$ cat config.mk
export PLATFORM = sky130hd
export DESIGN_NAME = flash_row_program_protect
export DESIGN_NICKNAME = d
export VERILOG_FILES = /design/src/rtl/flash_seq_pkg.sv /design/src/rtl/protect_range.sv /design/src/rtl/flash_row_program_protect.sv
export VERILOG_INCLUDE_DIRS = /design/src /design/src/rtl
export SDC_FILE = /design/constraint.sdc
export NUM_CORES = 1
export LEC_CHECK = 0
export BUFFER_PORTS_ARGS = -buffer_cell sky130_fd_sc_hd__buf_2
export CELL_PAD_IN_SITES_DETAIL_PLACEMENT = 0
export CELL_PAD_IN_SITES_GLOBAL_PLACEMENT = 1
export CORE_ASPECT_RATIO = 0.9
export CORE_UTILIZATION = 30
export CTS_BUF_LIST = sky130_fd_sc_hd__clkbuf_16
export CTS_CLUSTER_SIZE = 25
export DETAILED_ROUTE_END_ITERATION = 8
export PLACE_DENSITY_LB_ADDON = 0.15
export SLEW_MARGIN = 20
export SYNTH_ARGS = -nofsm -noshare
export SYNTH_HDL_FRONTEND = slang
export SYNTH_SLANG_ARGS = --single-unit
export TNS_END_PERCENT = 10
$ cat constraint.sdc
create_clock -name pclk -period 3.25 [get_ports pclk]
set_clock_uncertainty 0.2 [all_clocks]
set_input_delay 0.1625 -clock pclk [delete_from_list [all_inputs] [get_ports pclk]]
set_output_delay 0.1625 -clock pclk [all_outputs]
set_load 0.005 [all_outputs]
$ cat src/rtl/flash_seq_params.svh
`ifndef FLASH_SEQ_PARAMS_SVH
`define FLASH_SEQ_PARAMS_SVH

// ==========================================================================
// Register offsets (byte addresses on the APB side).
`define OFF_CTRL            8'h00
`define OFF_PROT            8'h04
`define OFF_ADDR            8'h08
`define OFF_DATA            8'h0c
`define OFF_STAT            8'h10
`define OFF_RDAT            8'h14

// ==========================================================================
// Field positions.
`define CTRL_PGM_BIT        0
`define CTRL_ERASE_BIT      1
`define CTRL_MASS_BIT       2
`define CTRL_HV_BIT         3
`define STAT_ROW_FAIL_BIT   0
`define STAT_REFUSED_BIT    1
`define STAT_STANDBY_BIT    2
`define STAT_BYPASS_BIT     3
`define STAT_NVS_DONE_BIT   4

// ==========================================================================
// Reset values.
`define ADDR_RESET          16'h0000
`define DATA_RESET          8'hff

// ==========================================================================
// Array geometry and protection.
`define ROW_LSB             5
`define PROTECT_BYTE_ADDR   16'hff7e
`define PROTECT_OPEN        8'hff
`define PROTECT_TOP_BITS    2'b11
`define PROTECT_LOW_ZERO    6'h00

// ==========================================================================
// Timing.
`define CLK_PERIOD_NS       8
`define NVS_TIME_NS         10000
`define NVS_CYCLES          ((`NVS_TIME_NS + `CLK_PERIOD_NS - 1) / `CLK_PERIOD_NS)
`define NVS_CNT_W           11

`endif

$ cat src/rtl/flash_seq_pkg.sv
`default_nettype none
package flash_seq_pkg;

  // ========================================================================
  // Sequencer states, one-hot.
  typedef enum logic [4:0] {
    st_idle     = 5'b00001,
    st_selected = 5'b00010,
    st_armed    = 5'b00100,
    st_latched  = 5'b01000,
    st_hv       = 5'b10000
  } seq_state_t;

endpackage : flash_seq_pkg
`default_nettype wire

$ cat src/rtl/protect_range.sv
`timescale 1ns/10ps
`default_nettype none
`include "flash_seq_params.svh"

module protect_range (
  input  wire logic [7:0]  protect_start_bits, // Protect byte read from the array.
  input  wire logic        test_high_voltage,  // Test voltage seen on the interrupt pin.
  input  wire logic [15:0] target_addr,        // Address the operation aims at.
  input  wire logic        mass_op,            // Operation is a mass erase.
  output var  logic        blocked             // Operation must be refused.
);
  import flash_seq_pkg::*;

  logic [15:0] start_addr;
  logic        open_all;

  // ========================================================================
  // Start address and range test.
  assign start_addr = {`PROTECT_TOP_BITS, protect_start_bits, `PROTECT_LOW_ZERO};
  assign open_all   = (protect_start_bits == `PROTECT_OPEN);

  always_comb begin
    if (test_high_voltage || open_all) begin
      blocked = 1'b0;
    end else if (mass_op) begin
      blocked = 1'b1;
    end else begin
      blocked = (target_addr >= start_addr)
             || (target_addr == `PROTECT_BYTE_ADDR);
    end
  end

endmodule : protect_range
`default_nettype wire

$ cat src/rtl/flash_row_program_protect.sv
// Notes on behaviour
// - Program in 32-byte rows aligned to 32-byte boundaries.
// - Byte writes outside the latched row in one cycle fail and are flagged.
// - Program-select configures programming and enables address and data capture.
// - High-voltage enable is refused when the target is protected.
// - Protect byte zero protects all; all ones protects nothing.
// - With protection on, the protect byte itself cannot change.
// - Mass erase is refused whenever the protect byte is not all ones and no test high voltage is present.
// - Test high voltage on the interrupt pin bypasses all protection.
// - Protect byte has no guard of its own when unprotected.
// - Start address: ones, protect byte as bits 13..6, six zeros.
// - Protection runs from start address to top of memory inclusive.
// - Start at array base protects everything; all ones protects nothing.
// - Wait or stop aborts any operation into standby.
// - In standby every flash control output is inactive.
// - HV sets only with a select bit and the proper sequence done.
// - Program-select and erase-select are never both one.
// - Erased bits read one; programming can only turn ones to zero.
//
// Local design decisions: the register addresses and the APB interface to the registers.
`timescale 1ns/10ps
`default_nettype none
`include "flash_seq_params.svh"

module flash_row_program_protect (
  input  wire logic                     pclk,                // APB clock, 125 MHz.
  input  wire logic                     presetn,             // Asynchronous reset.
  input  wire logic                     psel,                // APB select.
  input  wire logic                     penable,             // APB enable.
  input  wire logic                     pwrite,              // APB direction.
  input  wire logic [7:0]               paddr,               // APB byte address.
  input  wire logic [31:0]              pwdata,              // APB write data.
  output var  logic                     pready,              // APB ready.
  output var  logic [31:0]              prdata,              // APB read data.
  output var  logic                     pslverr,             // APB error.
  input  wire logic [7:0]               protect_start_bits,  // Protect byte from array.
  input  wire logic [7:0]               flash_rdata,         // Array byte at flash_addr.
  input  wire logic                     test_high_voltage,   // Test voltage detected.
  input  wire logic                     low_power_req,       // Wait or stop entered.
  output var  logic [15:0]              flash_addr,          // Array address.
  output var  logic [7:0]               flash_wdata,         // Byte to program.
  output var  logic                     flash_wr,            // Byte program strobe.
  output var  logic                     program_select,      // Program mode.
  output var  logic                     erase_select,        // Erase mode.
  output var  logic                     mass_select,         // Mass erase mode.
  output var  logic                     high_voltage_enable, // Charge pump on.
  output var  logic                     standby              // Flash in standby.
);
  import flash_seq_pkg::*;

  localparam int                    NVS_CYC  = `NVS_CYCLES;
  localparam logic [`NVS_CNT_W-1:0] NVS_LOAD = NVS_CYC[`NVS_CNT_W-1:0];

  // ========================================================================
  // State.
  flash_seq_pkg::seq_state_t state_q, state_d;
  logic                  pgm_q, pgm_d, er_q, er_d, mass_q, mass_d, hv_q, hv_d;
  logic [15:0]           addr_q, addr_d, lat_q, lat_d;
  logic [`NVS_CNT_W-1:0] cnt_q, cnt_d;
  logic                  fail_q, fail_d, refused_q, refused_d;
  logic                  standby_q, standby_d, wr_q, wr_d;
  logic [7:0]            wdata_q, wdata_d;
  logic                  pready_q, pready_d, pslverr_q, pslverr_d;
  logic [31:0]           prdata_q, prdata_d;

  logic        bus_take, wr_done, rd_done, set_fail, set_refused;
  logic        want_pgm, want_er, want_mass, want_hv, blocked, nvs_done;
  logic        clr_fail, clr_refused, mass_op;
  logic [15:0] check_addr;

  function automatic logic [10:0] row_of(input logic [15:0] a);
    return a[15:`ROW_LSB];
  endfunction : row_of

  // ========================================================================
  // APB handshake: one wait state, effects at the completing edge.
  assign bus_take  = psel & penable & ~pready_q;
  assign wr_done   = psel & penable & pready_q & pwrite;
  assign rd_done   = psel & penable & pready_q & ~pwrite;
  assign want_pgm  = pwdata[`CTRL_PGM_BIT];
  assign want_er   = pwdata[`CTRL_ERASE_BIT];
  assign want_mass = pwdata[`CTRL_MASS_BIT];
  assign want_hv   = pwdata[`CTRL_HV_BIT];
  assign nvs_done  = (cnt_q == '0);
  assign clr_fail    = wr_done && (paddr == `OFF_STAT) && pwdata[`STAT_ROW_FAIL_BIT];
  assign clr_refused = wr_done && (paddr == `OFF_STAT) && pwdata[`STAT_REFUSED_BIT];
  // A mass erase asked for in the same write as high voltage is checked as well.
  assign mass_op     = er_q & (mass_q | (wr_done && (paddr == `OFF_CTRL) && want_mass));

  // The row latch address is checked at high-voltage time, each byte after.
  assign check_addr = (state_q == st_hv) ? addr_q : lat_q;

  protect_range u_protect (
    .protect_start_bits (protect_start_bits),
    .test_high_voltage  (test_high_voltage),
    .target_addr        (check_addr),
    .mass_op            (mass_op),
    .blocked            (blocked)
  );

  // ========================================================================
  // Sequencer.
  always_comb begin
    state_d     = state_q;
    pgm_d       = pgm_q;
    er_d        = er_q;
    mass_d      = mass_q;
    hv_d        = hv_q;
    addr_d      = addr_q;
    lat_d       = lat_q;
    cnt_d       = cnt_q;
    wdata_d     = wdata_q;
    wr_d        = 1'b0;
    standby_d   = 1'b0;
    set_fail    = 1'b0;
    set_refused = 1'b0;
    if ((state_q == st_latched) && !nvs_done) begin
      cnt_d = cnt_q - 1'b1;
    end
    if (wr_done && (paddr == `OFF_CTRL)) begin
      if (!(want_pgm && want_er) && !(want_er && !er_q && pgm_q)
          && !(want_pgm && !pgm_q && er_q)) begin
        pgm_d = want_pgm;
        er_d  = want_er;
        if ((want_pgm && !pgm_q) || (want_er && !er_q)) begin
          state_d = st_selected;
        end
      end
      // Mass may only rise with the pump off, so the high-voltage check covers it.
      mass_d = want_mass & (mass_q | ~hv_q);
      if (want_hv && !hv_q) begin
        if ((state_q == st_latched) && nvs_done && (pgm_d || er_d) && !blocked) begin
          hv_d    = 1'b1;
          state_d = st_hv;
        end else begin
          set_refused = 1'b1;
        end
      end else if (!want_hv) begin
        hv_d = 1'b0;
      end
      if (!hv_d && !pgm_d && !er_d) begin
        state_d = st_idle;
      end else if ((state_q == st_hv) && !hv_d) begin
        state_d = st_selected;
      end
    end
    // Reading the protect byte after a select arms the row latch.
    if (rd_done && (paddr == `OFF_PROT) && (state_q == st_selected)) begin
      state_d = st_armed;
    end
    if (wr_done && (paddr == `OFF_ADDR)) begin
      addr_d = pwdata[15:0];
    end
    if (wr_done && (paddr == `OFF_DATA)) begin
      if (state_q == st_armed) begin
        lat_d   = addr_q;
        cnt_d   = NVS_LOAD;
        state_d = st_latched;
      end else if ((state_q == st_latched) || (state_q == st_hv && pgm_q)) begin
        if (row_of(addr_q) != row_of(lat_q)) begin
          set_fail = 1'b1;
        end else if (state_q == st_hv) begin
          if (blocked) begin
            set_refused = 1'b1;
          end else begin
            wr_d    = 1'b1;
            wdata_d = pwdata[7:0] & flash_rdata;
          end
        end
      end
    end
    if (low_power_req) begin
      pgm_d     = 1'b0;
      er_d      = 1'b0;
      mass_d    = 1'b0;
      hv_d      = 1'b0;
      wr_d      = 1'b0;
      state_d   = st_idle;
      standby_d = 1'b1;
    end
    // A flag raised in the clearing cycle survives.
    fail_d    = set_fail | (fail_q & ~clr_fail);
    refused_d = set_refused | (refused_q & ~clr_refused);
  end

  always_ff @(posedge pclk or negedge presetn) begin
    if (!presetn) begin
      state_q   <= st_idle;
      pgm_q     <= 1'b0;
      er_q      <= 1'b0;
      mass_q    <= 1'b0;
      hv_q      <= 1'b0;
      addr_q    <= `ADDR_RESET;
      lat_q     <= `ADDR_RESET;
      cnt_q     <= '0;
      wdata_q   <= `DATA_RESET;
      wr_q      <= 1'b0;
      standby_q <= 1'b0;
      fail_q    <= 1'b0;
      refused_q <= 1'b0;
    end else begin
      state_q   <= state_d;
      pgm_q     <= pgm_d;
      er_q      <= er_d;
      mass_q    <= mass_d;
      hv_q      <= hv_d;
      addr_q    <= addr_d;
      lat_q     <= lat_d;
      cnt_q     <= cnt_d;
      wdata_q   <= wdata_d;
      wr_q      <= wr_d;
      standby_q <= standby_d;
      fail_q    <= fail_d;
      refused_q <= refused_d;
    end
  end

  // ========================================================================
  // APB answer.
  always_comb begin
    pready_d  = bus_take;
    pslverr_d = 1'b0;
    prdata_d  = prdata_q;
    if (bus_take) begin
      prdata_d = 32'h0000_0000;
      case (paddr)
        `OFF_CTRL: prdata_d = {28'h000_0000, hv_q, mass_q, er_q, pgm_q};
        `OFF_PROT: prdata_d = {24'h00_0000, protect_start_bits};
        `OFF_ADDR: prdata_d = {16'h0000, addr_q};
        `OFF_DATA: prdata_d = 32'h0000_0000;
        `OFF_STAT: prdata_d = {27'h000_0000, nvs_done, test_high_voltage,
                               standby_q, refused_q, fail_q};
        `OFF_RDAT: prdata_d = {24'h00_0000, flash_rdata};
        default:   pslverr_d = 1'b1;
      endcase
    end
  end

  always_ff @(posedge pclk or negedge presetn) begin
    if (!presetn) begin
      pready_q  <= 1'b0;
      pslverr_q <= 1'b0;
      prdata_q  <= 32'h0000_0000;
    end else begin
      pready_q  <= pready_d;
      pslverr_q <= pslverr_d;
      prdata_q  <= prdata_d;
    end
  end

  assign pready              = pready_q;
  assign pslverr             = pslverr_q;
  assign prdata              = prdata_q;
  assign flash_addr          = addr_q;
  assign flash_wdata         = wdata_q;
  assign flash_wr            = wr_q;
  assign program_select      = pgm_q;
  assign erase_select        = er_q;
  assign mass_select         = mass_q;
  assign high_voltage_enable = hv_q;
  assign standby             = standby_q;

  // ========================================================================
  // Checks.
  chk_select_interlock: assert property (@(posedge pclk) disable iff (!presetn)
    !(pgm_q && er_q)) else $error("program and erase selected together");

  chk_hv_needs_sequence: assert property (@(posedge pclk) disable iff (!presetn)
    $rose(hv_q) |-> (pgm_q || er_q) && $past(state_q) == st_latched
      && $past(cnt_q) == '0) else $error("high voltage set out of sequence");

  chk_hv_not_protected: assert property (@(posedge pclk) disable iff (!presetn)
    $rose(hv_q) |-> $past(!blocked)) else $error("high voltage set on protected target");

  chk_mass_locked: assert property (@(posedge pclk) disable iff (!presetn)
    $rose(hv_q) && er_q && mass_q |->
      $past(protect_start_bits) == `PROTECT_OPEN || $past(test_high_voltage))
    else $error("mass erase started with protection on");

  chk_nvs_wait: assert property (@(posedge pclk) disable iff (!presetn)
    $rose(state_q == st_latched) |-> cnt_q == NVS_LOAD
      ##1 (state_q != st_hv) [*8]) else $error("row latch delay not loaded");

  chk_low_power_abort: assert property (@(posedge pclk) disable iff (!presetn)
    low_power_req |=> standby_q && !hv_q && state_q == st_idle)
    else $error("low power did not abort the operation");

  chk_standby_quiet: assert property (@(posedge pclk) disable iff (!presetn)
    standby_q |-> !hv_q && !pgm_q && !er_q && !mass_q && !wr_q)
    else $error("control active in standby");

  chk_byte_in_row: assert property (@(posedge pclk) disable iff (!presetn)
    wr_q |-> row_of(addr_q) == row_of(lat_q) && hv_q && pgm_q)
    else $error("byte programmed outside the latched row");

  chk_row_fail_flag: assert property (@(posedge pclk) disable iff (!presetn)
    wr_done && paddr == `OFF_DATA && pgm_q && state_q == st_hv && !low_power_req
      && row_of(addr_q) != row_of(lat_q) |=> fail_q && !wr_q)
    else $error("cross-row write not flagged");

  chk_only_clears_bits: assert property (@(posedge pclk) disable iff (!presetn)
    wr_q |-> (wdata_q & ~$past(flash_rdata)) == 8'h00)
    else $error("program would raise an erased bit");

  chk_apb_single_ready: assert property (@(posedge pclk) disable iff (!presetn)
    psel && penable && !pready |=> pready ##1 !pready)
    else $error("ready not a single cycle pulse");

endmodule : flash_row_program_protect
`default_nettype wire

======== Word-level counts from Yosys, hierarchy flattened ========
Cells that the tools add are included.
operators by class
  add/sub/neg operators ................... 1
  magnitude comparators ................... 1
  equality and inequality tests ........... 12
  mux-type cells .......................... 57
  bitwise operators ....................... 22
  reduce and logical (&&, ||, !) cells .... 47
operators by type and width
  kind                                                number
  one-hot mux 16 bit (5 select lines)                 1
  2-to-1 mux 5 bit                                    11
  2-to-1 mux 1 bit                                    41
  2-to-1 mux 11 bit                                   3
  logical AND 1 bit                                   25
  == test 16 bit, second input constant               1
  == test 8 x 4 -> 1 bit, second input constant       2
  == test 8 x 5 -> 1 bit, second input constant       2
  greater-or-equal comparator 16 bit                  1
  2-to-1 mux 16 bit                                   1
  logical NOT 1 bit                                   11
  logical NOT 11 bit                                  1
  != test 11 bit                                      1
  subtractor 11 x 1 -> 11 bit, second input constant  1
  AND 1 bit                                           9
  AND 8 bit                                           1
  == test 8 x 3 -> 1 bit, second input constant       1
  == test 8 bit, second input constant                1
  logical NOT 8 bit                                   1
  NOT 1 bit                                           8
  AND reduction 6 bit                                 1
  OR reduction 6 bit                                  1
  == test 5 x 2 -> 1 bit, second input constant       1
  == test 5 x 3 -> 1 bit, second input constant       1
  6 further kinds                                     13
storage, ports and cells
  bits in registers ....................... 98
  output and inout port bits .............. 64
  word-level logic and storage cells ...... 156

======== Longest topological paths before layout ========
Gate-level depths: netlist of run 1.
  depth in word-level cells ............... 23
  mapped depth ............................ 14

======== Modules after synthesis ========
Synthesis of run 1 repeated with hierarchy kept, for this count alone.
unflattened totals
  cell total of the unflattened synthesis .. 454
  area total of the unflattened synthesis .. 4690.7 um^2
by module, submodules not included
  module                     times used  cells each  area an instance (um^2)
  flash_row_program_protect  1           414         4409.2
  protect_range              1           40          281.5

======== Worst setup path before layout of run 1 ========
OpenSTA, ideal clock, no wires.
  kind .................................... flip-flop to flip-flop
  start point ............................. reg state_q[0]
  end point ............................... reg state_q[1]
  arrival ................................. 2570 ps
  path slack .............................. 348 ps
  cell stages (with the launch flop) ...... 14
  path buffers ............................ 0
  cell sequence ........................... dfstp_2 -> nor3_2 -> nand3b_2 -> clkinv_1 -> nand2_1 -> nand2_1 -> ha_1 -> a211o_1 -> o211ai_1 -> a21oi_1 -> nor4_4 -> a211oi_4 -> nor4bb_2 -> o21ai_1
between the ends
  cells in the longest elaborated chain, start to end .. 20
ends and longest elaborated chain
  item                                                                  RTL line                                                            RTL
  start, declared                                                       flash_row_program_protect.sv:56                                     flash_seq_pkg::seq_state_t state_q, state_d;
  start signal, assigned                                                flash_row_program_protect.sv:188                                    state_q <= st_idle;
  start signal, assigned                                                flash_row_program_protect.sv:202                                    state_q <= state_d;
  == test 5 bit                                                         flash_row_program_protect.sv:91, flash_row_program_protect.sv:143
  2-to-1 mux 16 bit                                                     flash_row_program_protect.sv:91                                     assign check_addr = (state_q == st_hv) ? addr_q : lat_q;
  greater-or-equal comparator 16 bit or == test 16 bit (tied branches)  -
  logical OR 1 bit                                                      protect_range.sv:28                                                 blocked = (target_addr >= start_addr)
  2-to-1 mux 1 bit                                                      protect_range.sv:25                                                 end else if (mass_op) begin
  2-to-1 mux 1 bit                                                      protect_range.sv:23                                                 if (test_high_voltage || open_all) begin
  logical NOT 1 bit                                                     flash_row_program_protect.sv:132                                    if ((state_q == st_latched) && nvs_done && (pgm_d || er_d) && !blocked) begin
  logical AND 1 bit                                                     flash_row_program_protect.sv:132
  (+5 left out)                                                         -
  2-to-1 mux 5 bit or logical AND 1 bit (tied branches)                 flash_row_program_protect.sv:143, flash_row_program_protect.sv:141
  2-to-1 mux 5 bit                                                      flash_row_program_protect.sv:141                                    if (!hv_d && !pgm_d && !er_d) begin
  2-to-1 mux 5 bit                                                      flash_row_program_protect.sv:120                                    if (wr_done && (paddr == `OFF_CTRL)) begin
  2-to-1 mux 5 bit                                                      flash_row_program_protect.sv:148                                    if (rd_done && (paddr == `OFF_PROT) && (state_q == st_selected)) begin
  2-to-1 mux 5 bit                                                      flash_row_program_protect.sv:155                                    if (state_q == st_armed) begin
  2-to-1 mux 5 bit *                                                    flash_row_program_protect.sv:154                                    if (wr_done && (paddr == `OFF_DATA)) begin
  2-to-1 mux 5 bit *                                                    flash_row_program_protect.sv:172                                    if (low_power_req) begin
  named net state_d[1]                                                  flash_row_program_protect.sv:56
The timed path passes the listed nets; every way through them passes the cells marked *. The select of a mux whose other input is x is not followed.
A chain may end at the register's enable or synchronous reset.

======== Worst setup path in the final report of run 1 ========
  start point ............................. reg state_q[0]
  end point ............................... reg hv_q, in the netlist high_voltage_enable
between the ends
  cells in the longest elaborated chain, start to end .. 13
ends and longest elaborated chain
  item                                                                  RTL line                          RTL
  == test 5 bit                                                         flash_row_program_protect.sv:91
  2-to-1 mux 16 bit                                                     flash_row_program_protect.sv:91
  greater-or-equal comparator 16 bit or == test 16 bit (tied branches)  -
  logical OR 1 bit                                                      protect_range.sv:28
  2-to-1 mux 1 bit                                                      protect_range.sv:25
  2-to-1 mux 1 bit                                                      protect_range.sv:23
  logical NOT 1 bit                                                     flash_row_program_protect.sv:132
  logical AND 1 bit *                                                   flash_row_program_protect.sv:132
  2-to-1 mux 1 bit *                                                    flash_row_program_protect.sv:132
  2-to-1 mux 1 bit *                                                    flash_row_program_protect.sv:131  if (want_hv && !hv_q) begin
  2-to-1 mux 1 bit * (2 in a row)                                       flash_row_program_protect.sv:120
  2-to-1 mux 1 bit *                                                    flash_row_program_protect.sv:172
  end signal, assigned                                                  flash_row_program_protect.sv:206  hv_q <= hv_d;
  end, declared                                                         flash_row_program_protect.sv:57   logic pgm_q, pgm_d, er_q, er_d, mass_q, mass_d, hv_q, hv_d;
Every way passes the cells marked *; elsewhere a longest branch is shown, timed or not. The select of a mux whose other input is x is not followed.

==> insert_results.sql, run 1 <==
INSERT INTO impl_metrics (metric_group, metric, value, unit) VALUES
('placed_design', 'placement.io_buffers', '94', ''),
('route', 'drt_pre_antenna_iters', '5', ''),
('route', 'drt-total-wl', '14.2', 'mm'),
('route', 'drt_iter0_drc', '247', ''),
('floorplanning', 'die_x', '133', 'um'),
('placed_design', 'placed_cells_incl_taps', '787', ''),
('placed_design', 'post-dp-hpwl', '10.4', 'mm'),
('critical_path', 'setup_crit_path_kind', 'flop to flop', ''),
('layout', 'drive_above_1_share', '0.252', ''),
('pwr', 'switchingPower', '519', 'uW'),
('synth', 'synthFlopType', 'sky130_fd_sc_hd__dfrtp_1', ''),
('clock_network', 'tritoncts.num_buffers', '9', ''),
('critical_path', 'largest_stage_delay_on_the_critical_path', '0.57', 'ns'),
('critical_path', 'critical_path.most_common_cell', 'sky130_fd_sc_hd__nand2_1', ''),
('route', 'met1_wirelength', '6.89', 'mm'),
('floorplanning', 'floorplan.die_area', '15900', 'um2'),
('route', 'topRoutingLayerUsed', 'met4', ''),
('sta', 'crit_share_post_route', '0.938', ''),
('placed_design', 'gp_routability_congestion', '0.842', ''),
('layout', 'mostFrequentLayoutCells', '125 x sky130_fd_sc_hd__nand2_1, 93 x sky130_fd_sc_hd__buf_2, 73 x sky130_fd_sc_hd__dfrtp_1, 35 x sky130_fd_sc_hd__dlygate4sd3_1, 28 x sky130_fd_sc_hd__nor2_1', ''),
('pwr', 'power.combinational.fraction', '0.065', ''),
('pwr', 'p_clk_frac', '0.514', ''),
('synth', 'register_bit_total_from_synthesis', '82', ''),
('global_route', 'largest_net_degree_at_the_start_of_global_routing', '78', ''),
('sta', 'relSlewSlack', '0.505', ''),
('floorplanning', 'rows', '42', ''),
('clock_network', 'clock-sinks', '82', ''),
('clock_network', 'clk_pin_slew_worst_paths', '0.06', 'ns'),
('sta', 'fin_setup_tns', '0', 'ns'),
('pwr', 'internal-power', '1920', 'uW'),
('synth', 'post_synth.cell_area_avg', '9.10', 'um2'),
('global_route', 'grt_first_pass_wirelength', '22.3', 'mm'),
('clock_network', 'cts-htree-levels', '3', ''),
('sta', 'post-route-min-period', '3.05', 'ns'),
('layout', 'layout.cells.most_common', 'sky130_fd_sc_hd__nand2_1', ''),
('critical_path', 'timing.critical_path.fanout_max', '7', ''),
('clock_network', 'clock_tree.buffer_depth', '2', ''),
('synth', 'synth_warnings', '0', ''),
('synth', 'post_synth_inst_count', '508', ''),
('placed_design', 'dp_worst_setup_slack', '0.138', 'ns'),
('sta', 'rsz0062_at_grt', 'false', ''),
('global_route', 'grt_pass1_vias', '3989', ''),
('critical_path', 'critical_path.startpoint_type', 'flop', ''),
('sta', 'highest_clock_rate', '0.328', 'GHz'),
('pwr', 'power.leakage', '0.00299', 'uW'),
('global_route', 'total_track_usage', '0.184', ''),
('layout', 'nets', '707', ''),
('critical_path', 'cp-end-kind', 'flop', ''),
('route', 'post_drt_wl_per_cell', '16.9', 'um'),
('route', 'met2WireLength', '6.60', 'mm'),
('sta', 'final-hold-violation-count', '0', ''),
('layout', 'syn_to_final_growth', '29.3', '%'),
('sta', 'fin_ws', '0.200', 'ns'),
('floorplanning', 'die_h', '120', 'um'),
('route', 'vias', '4060', ''),
('floorplanning', 'initial_core_util', '0.311', ''),
('synth', 'synth_enable_flop_cells', '0', ''),
('sta', 'tightestPinTransition', '0.743', 'ns'),
('floorplanning', 'io_pins', '127', ''),
('critical_path', 'signal_arrival_time_at_the_worst_endpoint', '3.08', 'ns'),
('sta', 'setup-violations-final', '0', ''),
('global_route', 'antenna_found_initial', '0', ''),
('layout', 'final_cell_count_without_fillers', '838', ''),
('synth', 'synth-seq-area-share', '0.446', ''),
('critical_path', 'timing.critical_path.slowest_stage_cell', 'sky130_fd_sc_hd__dfstp_2', ''),
('pwr', 'net_sw_frac', '0.213', ''),
('clock_network', 'insertion_delay', '0.34', 'ns'),
('floorplanning', 'floorplan.core_area', '14900', 'um2'),
('route', 'met3_length', '517', 'um'),
('run_status', 'status', 'finished clean', ''),
('synth', 'synthesis.area', '4620', 'um2');
==> cell type report <==
type / instances / area (um2) / area share
multi-input combinational: 380 / 2300 / 0.386
clock buffer: 9 / 225 / 0.0377
clock inverter: 7 / 141 / 0.0237
tap: 198 / 248 / 0.0414
inverter: 23 / 90.1 / 0.0151
timing repair buffer: 139 / 906 / 0.152
sequential: 82 / 2060 / 0.345
==> state kept, by name, summed over array words and instances, names as in the netlist <==
name / flops
cnt_q: 11
erase_select: 1
fail_q: 1
flash_addr: 16
flash_wdata: 8
flash_wr: 1
high_voltage_enable: 1
lat_q: 16
mass_select: 1
prdata: 16
pready: 1
program_select: 1
pslverr: 1
refused_q: 1
standby: 1
state_q: 5
==> power groups by stage <==
stage	registers [uW]	clock network [uW]	logic (uW)
final	1030	1250	159
after CTS	1030	1290	160
after floorplan	1050	0	62.2
after detailed placement	1050	0	127
after global routing	1030	1330	177
after global placement	1050	0	126
==> stage by stage <==
stage | area [um2] | power [uW] | util
after floorplan | 4680 | 1110 | -
after global placement | 5240 | 1170 | 0.352
after detailed placement | 5240 | 1170 | 0.352
after CTS | 5950 | 2480 | 0.400
after global routing | 5980 | 2540 | 0.402
final | 5980 | 2440 | 0.402
==> kinds of logic after synthesis <==
family | share of synthesized area
adders and majority gates | 0.0244
AOI/OAI and AO/OA | 0.0937
and+or+nand+nor | 0.255
other | 0.000811
DFF | 0.446
buffers and inverters | 0.0698
muxes | 0.0739
xor gates and xnor gates | 0.0360
==> synthesized netlist by cell type, types with 9 or more instances <==
cell | number | area share
sky130_fd_sc_hd__dfrtp_1 | 73 | 0.40
sky130_fd_sc_hd__nor3_1 | 14 | 0.015
sky130_fd_sc_hd__nand2_1 | 125 | 0.10
sky130_fd_sc_hd__nand4_1 | 9 | 0.012
sky130_fd_sc_hd__dfstp_2 | 9 | 0.051
sky130_fd_sc_hd__ha_1 | 9 | 0.024
sky130_fd_sc_hd__a21oi_1 | 11 | 0.012
sky130_fd_sc_hd__nor2_1 | 28 | 0.023
sky130_fd_sc_hd__buf_4 | 17 | 0.028
sky130_fd_sc_hd__nor4_1 | 10 | 0.014
sky130_fd_sc_hd__xor2_1 | 12 | 0.023
sky130_fd_sc_hd__nand3_1 | 17 | 0.018
sky130_fd_sc_hd__clkbuf_1 | 12 | 0.0097
sky130_fd_sc_hd__mux2_2 | 17 | 0.041
sky130_fd_sc_hd__mux2i_1 | 15 | 0.032
sky130_fd_sc_hd__o21ai_0 | 24 | 0.026
sky130_fd_sc_hd__inv_1 | 21 | 0.017
==> worst max-delay path, delay by kind of cell (launching register included) <==
kind / cells / cell delay [ns]
AO/OA/AOI/OAI: 3 / 0.78
adder cells (fa/ha/maj): 1 / 0.30
buffers and inverters: 2 / 0.35
flip-flops: 1 / 0.57
multiplexers: 1 / 0.16
AND/OR/NAND/NOR: 6 / 0.57
==> final timing paths <==
path	slack (ns)	to	depth (start not counted)	startpoint
max	0.20	high_voltage_enable$_DFFE_PN0P_	13	state_q[0]$_DFF_PN1_
min	0.01	prdata[3]$_DFFE_PN0P_	3	test_high_voltage
max reg2reg	0.20	high_voltage_enable$_DFFE_PN0P_	13	state_q[0]$_DFF_PN1_
min reg2reg	0.26	flash_wdata[5]$_DFFE_PN1P_	2	flash_wdata[5]$_DFFE_PN1P_
max in group asynchronous	2.02	flash_wdata[4]$_DFFE_PN1P_	3	presetn
min in group asynchronous	0.20	prdata[2]$_DFFE_PN0P_	2	presetn
==> repair_timing <==
| item | CTS | global route |
|---|---|---|
| hold buffers | 35 | 0 |
| setup buffers | 0 | 0 |
| setup endpoints to repair | 0 | 13 |
| endpoints found under the hold margin | 109 | 0 |
| resized for setup | 0 | 4 |
==> metal layers <==
metal / vias up / global-route usage
met5: - / 0
met4: 0 / 0.0553
met3: 13 / 0.0325
met2: 103 / 0.301
met1: 1978 / 0.247
li1: 1966 / -
Power figures use the tool's default switching activity.
==> run 2: changes to the inputs <==
CORE_MARGIN = 3   (was unset)
clock period = 3.4 ns   (was 3.25 ns; I/O delays follow)
==> insert_results.sql, run 2 (synthesis gave the netlist of run 1 again) <==
INSERT INTO impl_metrics (metric_group, metric, value, unit) VALUES
('floorplanning', 'floorplan.core_area', '14900', 'um2'),
('sta', 'fin_setup_tns', '0', 'ns'),
('floorplanning', 'floorplan.die_area', '16900', 'um2'),
('pwr', 'power_density_cells', '348', 'nW/um2'),
('clock_network', 'clock_tree.buffer_depth', '2', ''),
('run', 'max-cap-violations', '0', ''),
('critical_path', 'crit_path_cell_chain', 'nor3_2, nand3b_2, clkinv_1, nand2_1, nand2_1, ha_1, a211o_1, o211ai_1, a21oi_1, nor4_4, a211oi_4, nor2b_2, buf_4, mux2i_1', ''),
('pwr', 'peakVddDrop', '0.000219', 'V'),
('clock_network', 'post-cts-setup-buffers', '0', ''),
('route', 'antenna_left', '0', ''),
('clock_network', 'insertion_delay', '0.35', 'ns'),
('critical_path', 'cp-end-kind', 'flop', ''),
('route', 'drt_iter0_drc', '189', ''),
('clock_network', 'clk_pin_slew_worst_paths', '0.07', 'ns'),
('sta', 'crit_share_post_route', '0.910', ''),
('sta', 'rsz0062_at_grt', 'false', ''),
('route', 'vias', '4047', ''),
('route', 'post_drt_wl_per_cell', '16.9', 'um'),
('global_route', 'total_track_usage', '0.172', ''),
('critical_path', 'largest_stage_delay_on_the_critical_path', '0.57', 'ns'),
('layout', 'nets', '710', ''),
('placed_design', 'post-dp-hpwl', '10.4', 'mm'),
('placed_design', 'gp_routability_congestion', '0.830', ''),
('layout', 'fillCellCount', '1522', ''),
('sta', 'highest_clock_rate', '0.323', 'GHz'),
('layout', 'area_of_the_multi_input_gates', '2290', 'um2'),
('pwr', 'power.leakage', '0.00296', 'uW'),
('global_route', 'grt_pass1_vias', '3977', ''),
('layout', 'layout.cells.most_common', 'sky130_fd_sc_hd__nand2_1', ''),
('layout', 'syn_to_final_growth', '27.6', '%'),
('clock_network', 'cts-htree-levels', '3', ''),
('route', 'drt-total-wl', '14.2', 'mm'),
('critical_path', 'critical_path.most_common_cell', 'sky130_fd_sc_hd__nand2_1', ''),
('route', 'detailed_route_vias_per_instance', '4.81', ''),
('sta', 'relSlewSlack', '0.498', ''),
('global_route', 'global_route.overflow_total', '0', ''),
('layout', 'drive_above_1_share', '0.249', ''),
('route', 'drt_pre_antenna_iters', '5', ''),
('global_route', 'largest_net_degree_at_the_start_of_global_routing', '77', ''),
('critical_path', 'cp.required', '3.48', 'ns'),
('sta', 'final-hold-violation-count', '0', ''),
('critical_path', 'signal_arrival_time_at_the_worst_endpoint', '3.18', 'ns'),
('clock_network', 'clock_tree.root_cell', 'sky130_fd_sc_hd__clkbuf_16', ''),
('run_status', 'status', 'finished clean', ''),
('critical_path', 'timing.critical_path.slowest_stage_cell', 'sky130_fd_sc_hd__dfstp_2', ''),
('critical_path', 'timing.reg2reg.setup_slack', '0.31', 'ns'),
('layout', 'register_area', '2060', 'um2'),
('sta', 'setup-violations-final', '0', ''),
('floorplanning', 'rows', '42', ''),
('clock_network', 'tritoncts', 'built', ''),
('placed_design', 'placement.io_buffers', '94', ''),
('critical_path', 'cpLargestDelayFamily', 'simple AND/OR/NAND/NOR gates', ''),
('critical_path', 'critical_path.startpoint_type', 'flop', ''),
('sta', 'slew_viol_final', '0', ''),
('sta', 'post-route-min-period', '3.09', 'ns'),
('worst_hold_path', 'hold_path_class', 'input port to flop', ''),
('global_route', 'grt_first_pass_wirelength', '22.0', 'mm'),
('floorplanning', 'io_pins', '127', ''),
('layout', 'insertedDiodeCount', '0', ''),
('layout', 'mostFrequentLayoutCells', '125 x sky130_fd_sc_hd__nand2_1, 93 x sky130_fd_sc_hd__buf_2, 73 x sky130_fd_sc_hd__dfrtp_1, 38 x sky130_fd_sc_hd__dlygate4sd3_1, 28 x sky130_fd_sc_hd__nor2_1', ''),
('global_route', 'antenna_found_initial', '0', ''),
('sta', 'tightestPinTransition', '0.753', 'ns'),
('critical_path', 'cp_bufs_invs', '2', ''),
('floorplanning', 'initial_core_util', '0.311', ''),
('pwr', 'design_power_total', '2060', 'uW'),
('floorplanning', 'die_x', '137', 'um'),
('clock_network', 'clock-sinks', '82', ''),
('critical_path', 'setup_crit_path_kind', 'flop to flop', ''),
('route', 'remaining_drc_errors', '0', ''),
('critical_path', 'timing.critical_path.fanout_max', '6', ''),
('clock_network', 'tritoncts.num_buffers', '9', ''),
('floorplanning', 'die_h', '124', 'um');
-- run 2: changes by cell type in the layout (fill, tap and decap cells not counted), sizes merged --
cell         before  now
bufinv            4    0
dlygate4sd3      35   38
inv              22   24
clkinv            3    5
-- run 2: layer usage --
metal | global-route usage | share of wire | vias up
met3 | 0.0416 | 0.061 | 20
met2 | 0.268 | 0.46 | 117
met4 | 0.0480 | 0.014 | 0
met1 | 0.239 | 0.47 | 1936
met5 | 0 | 0 | -
li1 | - | - | 1974
-- run 2: layout make-up --
| cell class | count | area share |
|---|---|---|
| tap | 198 | 0.0420 |
| clock buffer | 9 | 0.0382 |
| clock inverter | 7 | 0.00891 |
| inverter | 23 | 0.0146 |
| timing repair buffer | 142 | 0.158 |
| sequential | 82 | 0.350 |
| multi-input combinational | 380 | 0.389 |
-- run 2: timing repair --
action                    4_1_cts  5_1_grt
resized for setup               0        0
hold buffers                   38        0
hold endpoints to repair      105        0
-- run 2: worst paths after layout --
check,from,to,cells after the start
hold reg to reg,prdata[13]$_DFFE_PN0P_,prdata[13]$_DFFE_PN0P_,2
min in group asynchronous,presetn,prdata[2]$_DFFE_PN0P_,2
max in group asynchronous,presetn,flash_wdata[5]$_DFFE_PN1P_,3
setup reg to reg,state_q[0]$_DFF_PN1_,flash_wdata[1]$_DFFE_PN1P_,14
setup / recovery,state_q[0]$_DFF_PN1_,flash_wdata[1]$_DFFE_PN1P_,14
hold / removal,flash_rdata[4],prdata[4]$_DFFE_PN0P_,4
-- run 2: where the power goes --
part / total [uW] / switching, uW / internal, uW
clock: 918 / 419 / 499
sequential: 983 / 3.89 / 979
combinational: 154 / 86.4 / 67.6
-- run 2: worst reg2reg max path, delay by kind of cell (launching register included) --
kind | cells | cell delay, ns
adders and majority gates | 1 | 0.29
muxes | 1 | 0.19
and+or+nand+nor | 6 | 0.80
buffers and inverters | 2 | 0.36
AOI/OAI and AO/OA | 4 | 0.63
DFF | 1 | 0.57
-- run 2: stage by stage --
step | worst slack (ns) | area, um2 | util | instances | hold WS, ns
after global placement | 0.297 | 5240 | 0.352 | 787 | 0.202
after global routing | 0.0669 | 5900 | 0.397 | 841 | 0.0355
after floorplan | 0.498 | 4680 | - | 523 | -0.326
after detailed placement | 0.296 | 5240 | 0.352 | 787 | 0.202
final | 0.306 | 5900 | 0.397 | 841 | 0.0107
after CTS | 0.287 | 5900 | 0.396 | 841 | 0.00540
==> run 3: changes to the inputs <==
RECOVER_POWER = 50   (was unset)
REMOVE_ABC_BUFFERS = 1   (was unset)
==> insert_results.sql, run 3 (synthesis gave the netlist of run 1 again) <==
INSERT INTO impl_metrics (metric_group, metric, value, unit) VALUES
('run_status', 'status', 'complete, but fails checks', ''),
('run_status', 'violations', 'max-capacitance violations', ''),
('global_route', 'largest_net_degree_at_the_start_of_global_routing', '59', ''),
('clock_network', 'post-cts-setup-buffers', '0', ''),
('global_route', 'global_route.overflow_total', '0', ''),
('route', 'antenna_left', '0', ''),
('route', 'remaining_drc_errors', '0', ''),
('sta', 'final_worst_hold_slack', '0.00373', 'ns'),
('pwr', 'power.leakage', '0.00284', 'uW'),
('critical_path', 'signal_arrival_time_at_the_worst_endpoint', '3.23', 'ns'),
('critical_path', 'reg2reg_start', 'state_q[1]$_DFF_PN0_', ''),
('critical_path', 'setup_crit_path_kind', 'flop to flop', ''),
('clock_network', 'insertion_delay', '0.34', 'ns'),
('floorplanning', 'die_h', '124', 'um'),
('critical_path', 'worstRegToRegCells', '14', ''),
('critical_path', 'worst_setup_path_endpoint', 'flash_wdata[5]$_DFFE_PN1P_', ''),
('placed_design', 'placement.io_buffers', '94', ''),
('pwr', 'internal-power', '1680', 'uW'),
('route', 'vias', '4104', ''),
('layout', 'fillCellCount', '1543', ''),
('floorplanning', 'floorplan.die_area', '16900', 'um2'),
('global_route', 'antenna_found_initial', '0', ''),
('layout', 'syn_to_final_growth', '26.7', '%'),
('sta', 'relSlewSlack', '0.00743', ''),
('critical_path', 'cp-end-kind', 'flop', ''),
('pwr', 'peakVddDrop', '0.000220', 'V'),
('pwr', 'power.share.sequential', '0.454', ''),
('sta', 'fin_setup_tns', '0', 'ns'),
('pwr', 'power.combinational.fraction', '0.070', ''),
('route', 'detailed_route_vias_per_instance', '4.89', ''),
('layout', 'register_area', '2060', 'um2'),
('floorplanning', 'io_pins', '127', ''),
('sta', 'highest_clock_rate', '0.316', 'GHz'),
('critical_path', 'timing.critical_path.fanout_max', '12', ''),
('pwr', 'power_density_cells', '370', 'nW/um2'),
('sta', 'crit_share_post_route', '0.930', ''),
('pwr', 'p_clk_frac', '0.476', ''),
('layout', 'layout.cells.most_common', 'sky130_fd_sc_hd__nand2_1', ''),
('clock_network', 'clock_tree.root_cell', 'sky130_fd_sc_hd__clkbuf_16', ''),
('clock_network', 'clk_pin_slew_worst_paths', '0.06', 'ns'),
('floorplanning', 'initial_core_util', '0.311', ''),
('worst_hold_path', 'hold_path_class', 'input port to flop', ''),
('clock_network', 'cts-htree-levels', '3', ''),
('floorplanning', 'rows', '42', ''),
('sta', 'rsz0062_at_grt', 'false', ''),
('clock_network', 'clock-sinks', '82', ''),
('critical_path', 'reg2reg_to', 'flash_wdata[5]$_DFFE_PN1P_', ''),
('global_route', 'grt_use_met2', '0.262', ''),
('clock_network', 'holdBufCountCts', '35', ''),
('global_route', 'grt_util_met3', '0.0384', ''),
('route', 'drt_pre_antenna_iters', '4', ''),
('critical_path', 'cp.required', '3.47', 'ns'),
('pwr', 'net_sw_frac', '0.225', ''),
('global_route', 'grt_most_used_layer', 'met2', ''),
('layout', 'insertedDiodeCount', '0', ''),
('route', 'post_drt_wl_per_cell', '17.3', 'um'),
('global_route', 'grt_pass1_vias', '4103', ''),
('sta', 'slew_viol_final', '0', ''),
('critical_path', 'timing.reg2reg.setup_slack', '0.24', 'ns'),
('clock_network', 'cts-resized-gates', '0', ''),
('placed_design', 'gp_routability_congestion', '0.822', ''),
('floorplanning', 'die_x', '137', 'um'),
('global_route', 'gr-usage-met1', '0.251', ''),
('floorplanning', 'floorplan.core_area', '14900', 'um2'),
('global_route', 'grt_first_pass_wirelength', '22.7', 'mm'),
('sta', 'tightestPinTransition', '1.49', 'ns'),
('clock_network', 'tritoncts.num_buffers', '9', ''),
('run', 'max-cap-violations', '1', ''),
('sta', 'final-hold-violation-count', '0', ''),
('sta', 'post-route-min-period', '3.16', 'ns'),
('global_route', 'total_track_usage', '0.175', ''),
('clock_network', 'clock_tree.buffer_depth', '2', ''),
('pwr', 'switchingPower', '488', 'uW'),
('critical_path', 'crit_start', 'state_q[1]$_DFF_PN0_', ''),
('sta', 'setup-violations-final', '0', ''),
('layout', 'area_of_the_multi_input_gates', '2290', 'um2'),
('placed_design', 'post-dp-hpwl', '10.6', 'mm'),
('route', 'drt-total-wl', '14.5', 'mm'),
('layout', 'nets', '709', ''),
('route', 'drt_iter0_drc', '250', ''),
('clock_network', 'tritoncts', 'built', ''),
('critical_path', 'critical_path.startpoint_type', 'flop', ''),
('layout', 'mostFrequentLayoutCells', '125 x sky130_fd_sc_hd__nand2_1, 73 x sky130_fd_sc_hd__dfrtp_1, 61 x sky130_fd_sc_hd__buf_2, 35 x sky130_fd_sc_hd__dlygate4sd3_1, 35 x sky130_fd_sc_hd__clkbuf_1', ''),
('layout', 'drive_above_1_share', '0.190', '');
## run 3: cell types whose count changed in the layout (fill, tap and decap cells not counted), sizes merged
cell         before  now
bufinv            0    2
inv              24   25
clkbuf            9   45
clkinvlp          1    0
buf             104   70
dlygate4sd3      38   35
clkinv            5    3
## run 3: per-layer routing
layer	up-vias	wire length (um)
met3	21	839
met1	1987	7040
li1	1973	-
met2	123	6320
met4	0	291
met5	-	0
## run 3: worst min path at each step
| stage | start | end | slack, ns | cells past startpoint |
|---|---|---|---|---|
| after floorplan | presetn | cnt_q[0]$_DFF_PN0_ | -0.33 | 0 |
| after global placement | presetn | prdata[13]$_DFFE_PN0P_ | 0.09 | 1 |
| after detailed placement | presetn | prdata[13]$_DFFE_PN0P_ | 0.10 | 1 |
| after CTS | protect_start_bits[7] | prdata[7]$_DFFE_PN0P_ | 0.002 | 3 |
| after global routing | pwdata[0] | program_select$_DFFE_PN0P_ | 0.01 | 3 |
| final | protect_start_bits[5] | prdata[5]$_DFFE_PN0P_ | 0.004 | 3 |
## run 3: final cells by class
| class | count | area share |
|---|---|---|
| Sequential cell | 82 | 0.352 |
| Tap cell | 198 | 0.0423 |
| Clock inverter | 7 | 0.0137 |
| Inverter | 23 | 0.0147 |
| Timing Repair Buffer | 141 | 0.147 |
| Clock buffer | 9 | 0.0385 |
| Multi-Input combinational cell | 380 | 0.392 |
## run 3: critical path, cell delays in order (launching register included)
cell and delay (ns):
sky130_fd_sc_hd__dfrtp_1 0.41, sky130_fd_sc_hd__nor3_2 0.23, sky130_fd_sc_hd__nand3b_2 0.12, sky130_fd_sc_hd__buf_4 0.20
sky130_fd_sc_hd__nand2_1 0.08, sky130_fd_sc_hd__nand2_1 0.07, sky130_fd_sc_hd__ha_1 0.30, sky130_fd_sc_hd__a211o_1 0.27
sky130_fd_sc_hd__o211ai_1 0.08, sky130_fd_sc_hd__a21oi_1 0.12, sky130_fd_sc_hd__nor4_4 0.27, sky130_fd_sc_hd__a211oi_4 0.15
sky130_fd_sc_hd__nor2b_2 0.15, sky130_fd_sc_hd__buf_4 0.21, sky130_fd_sc_hd__mux2i_1 0.22
## run 3: per-stage QoR
step | cell area, um2 | setup slack (ns) | power [uW] | util | cells
after global routing | 5850 | 0.0579 | 2250 | 0.394 | 840
final | 5850 | 0.239 | 2160 | 0.394 | 840
after CTS | 5910 | 0.219 | 2200 | 0.397 | 840
after global placement | 5250 | 0.314 | 1120 | 0.353 | 789
after floorplan | 4440 | 0.239 | 1040 | - | 485
after detailed placement | 5250 | 0.252 | 1120 | 0.353 | 789
## run 3: power groups by stage
stage,logic (uW),clock network (uW),registers (uW)
6_report,152,1030,982
5_1_grt,171,1090,982
4_1_cts,156,1060,982
3_5_place_dp,125,0,1000
3_3_place_gp,123,0,1000
2_1_floorplan,37.2,0,1000
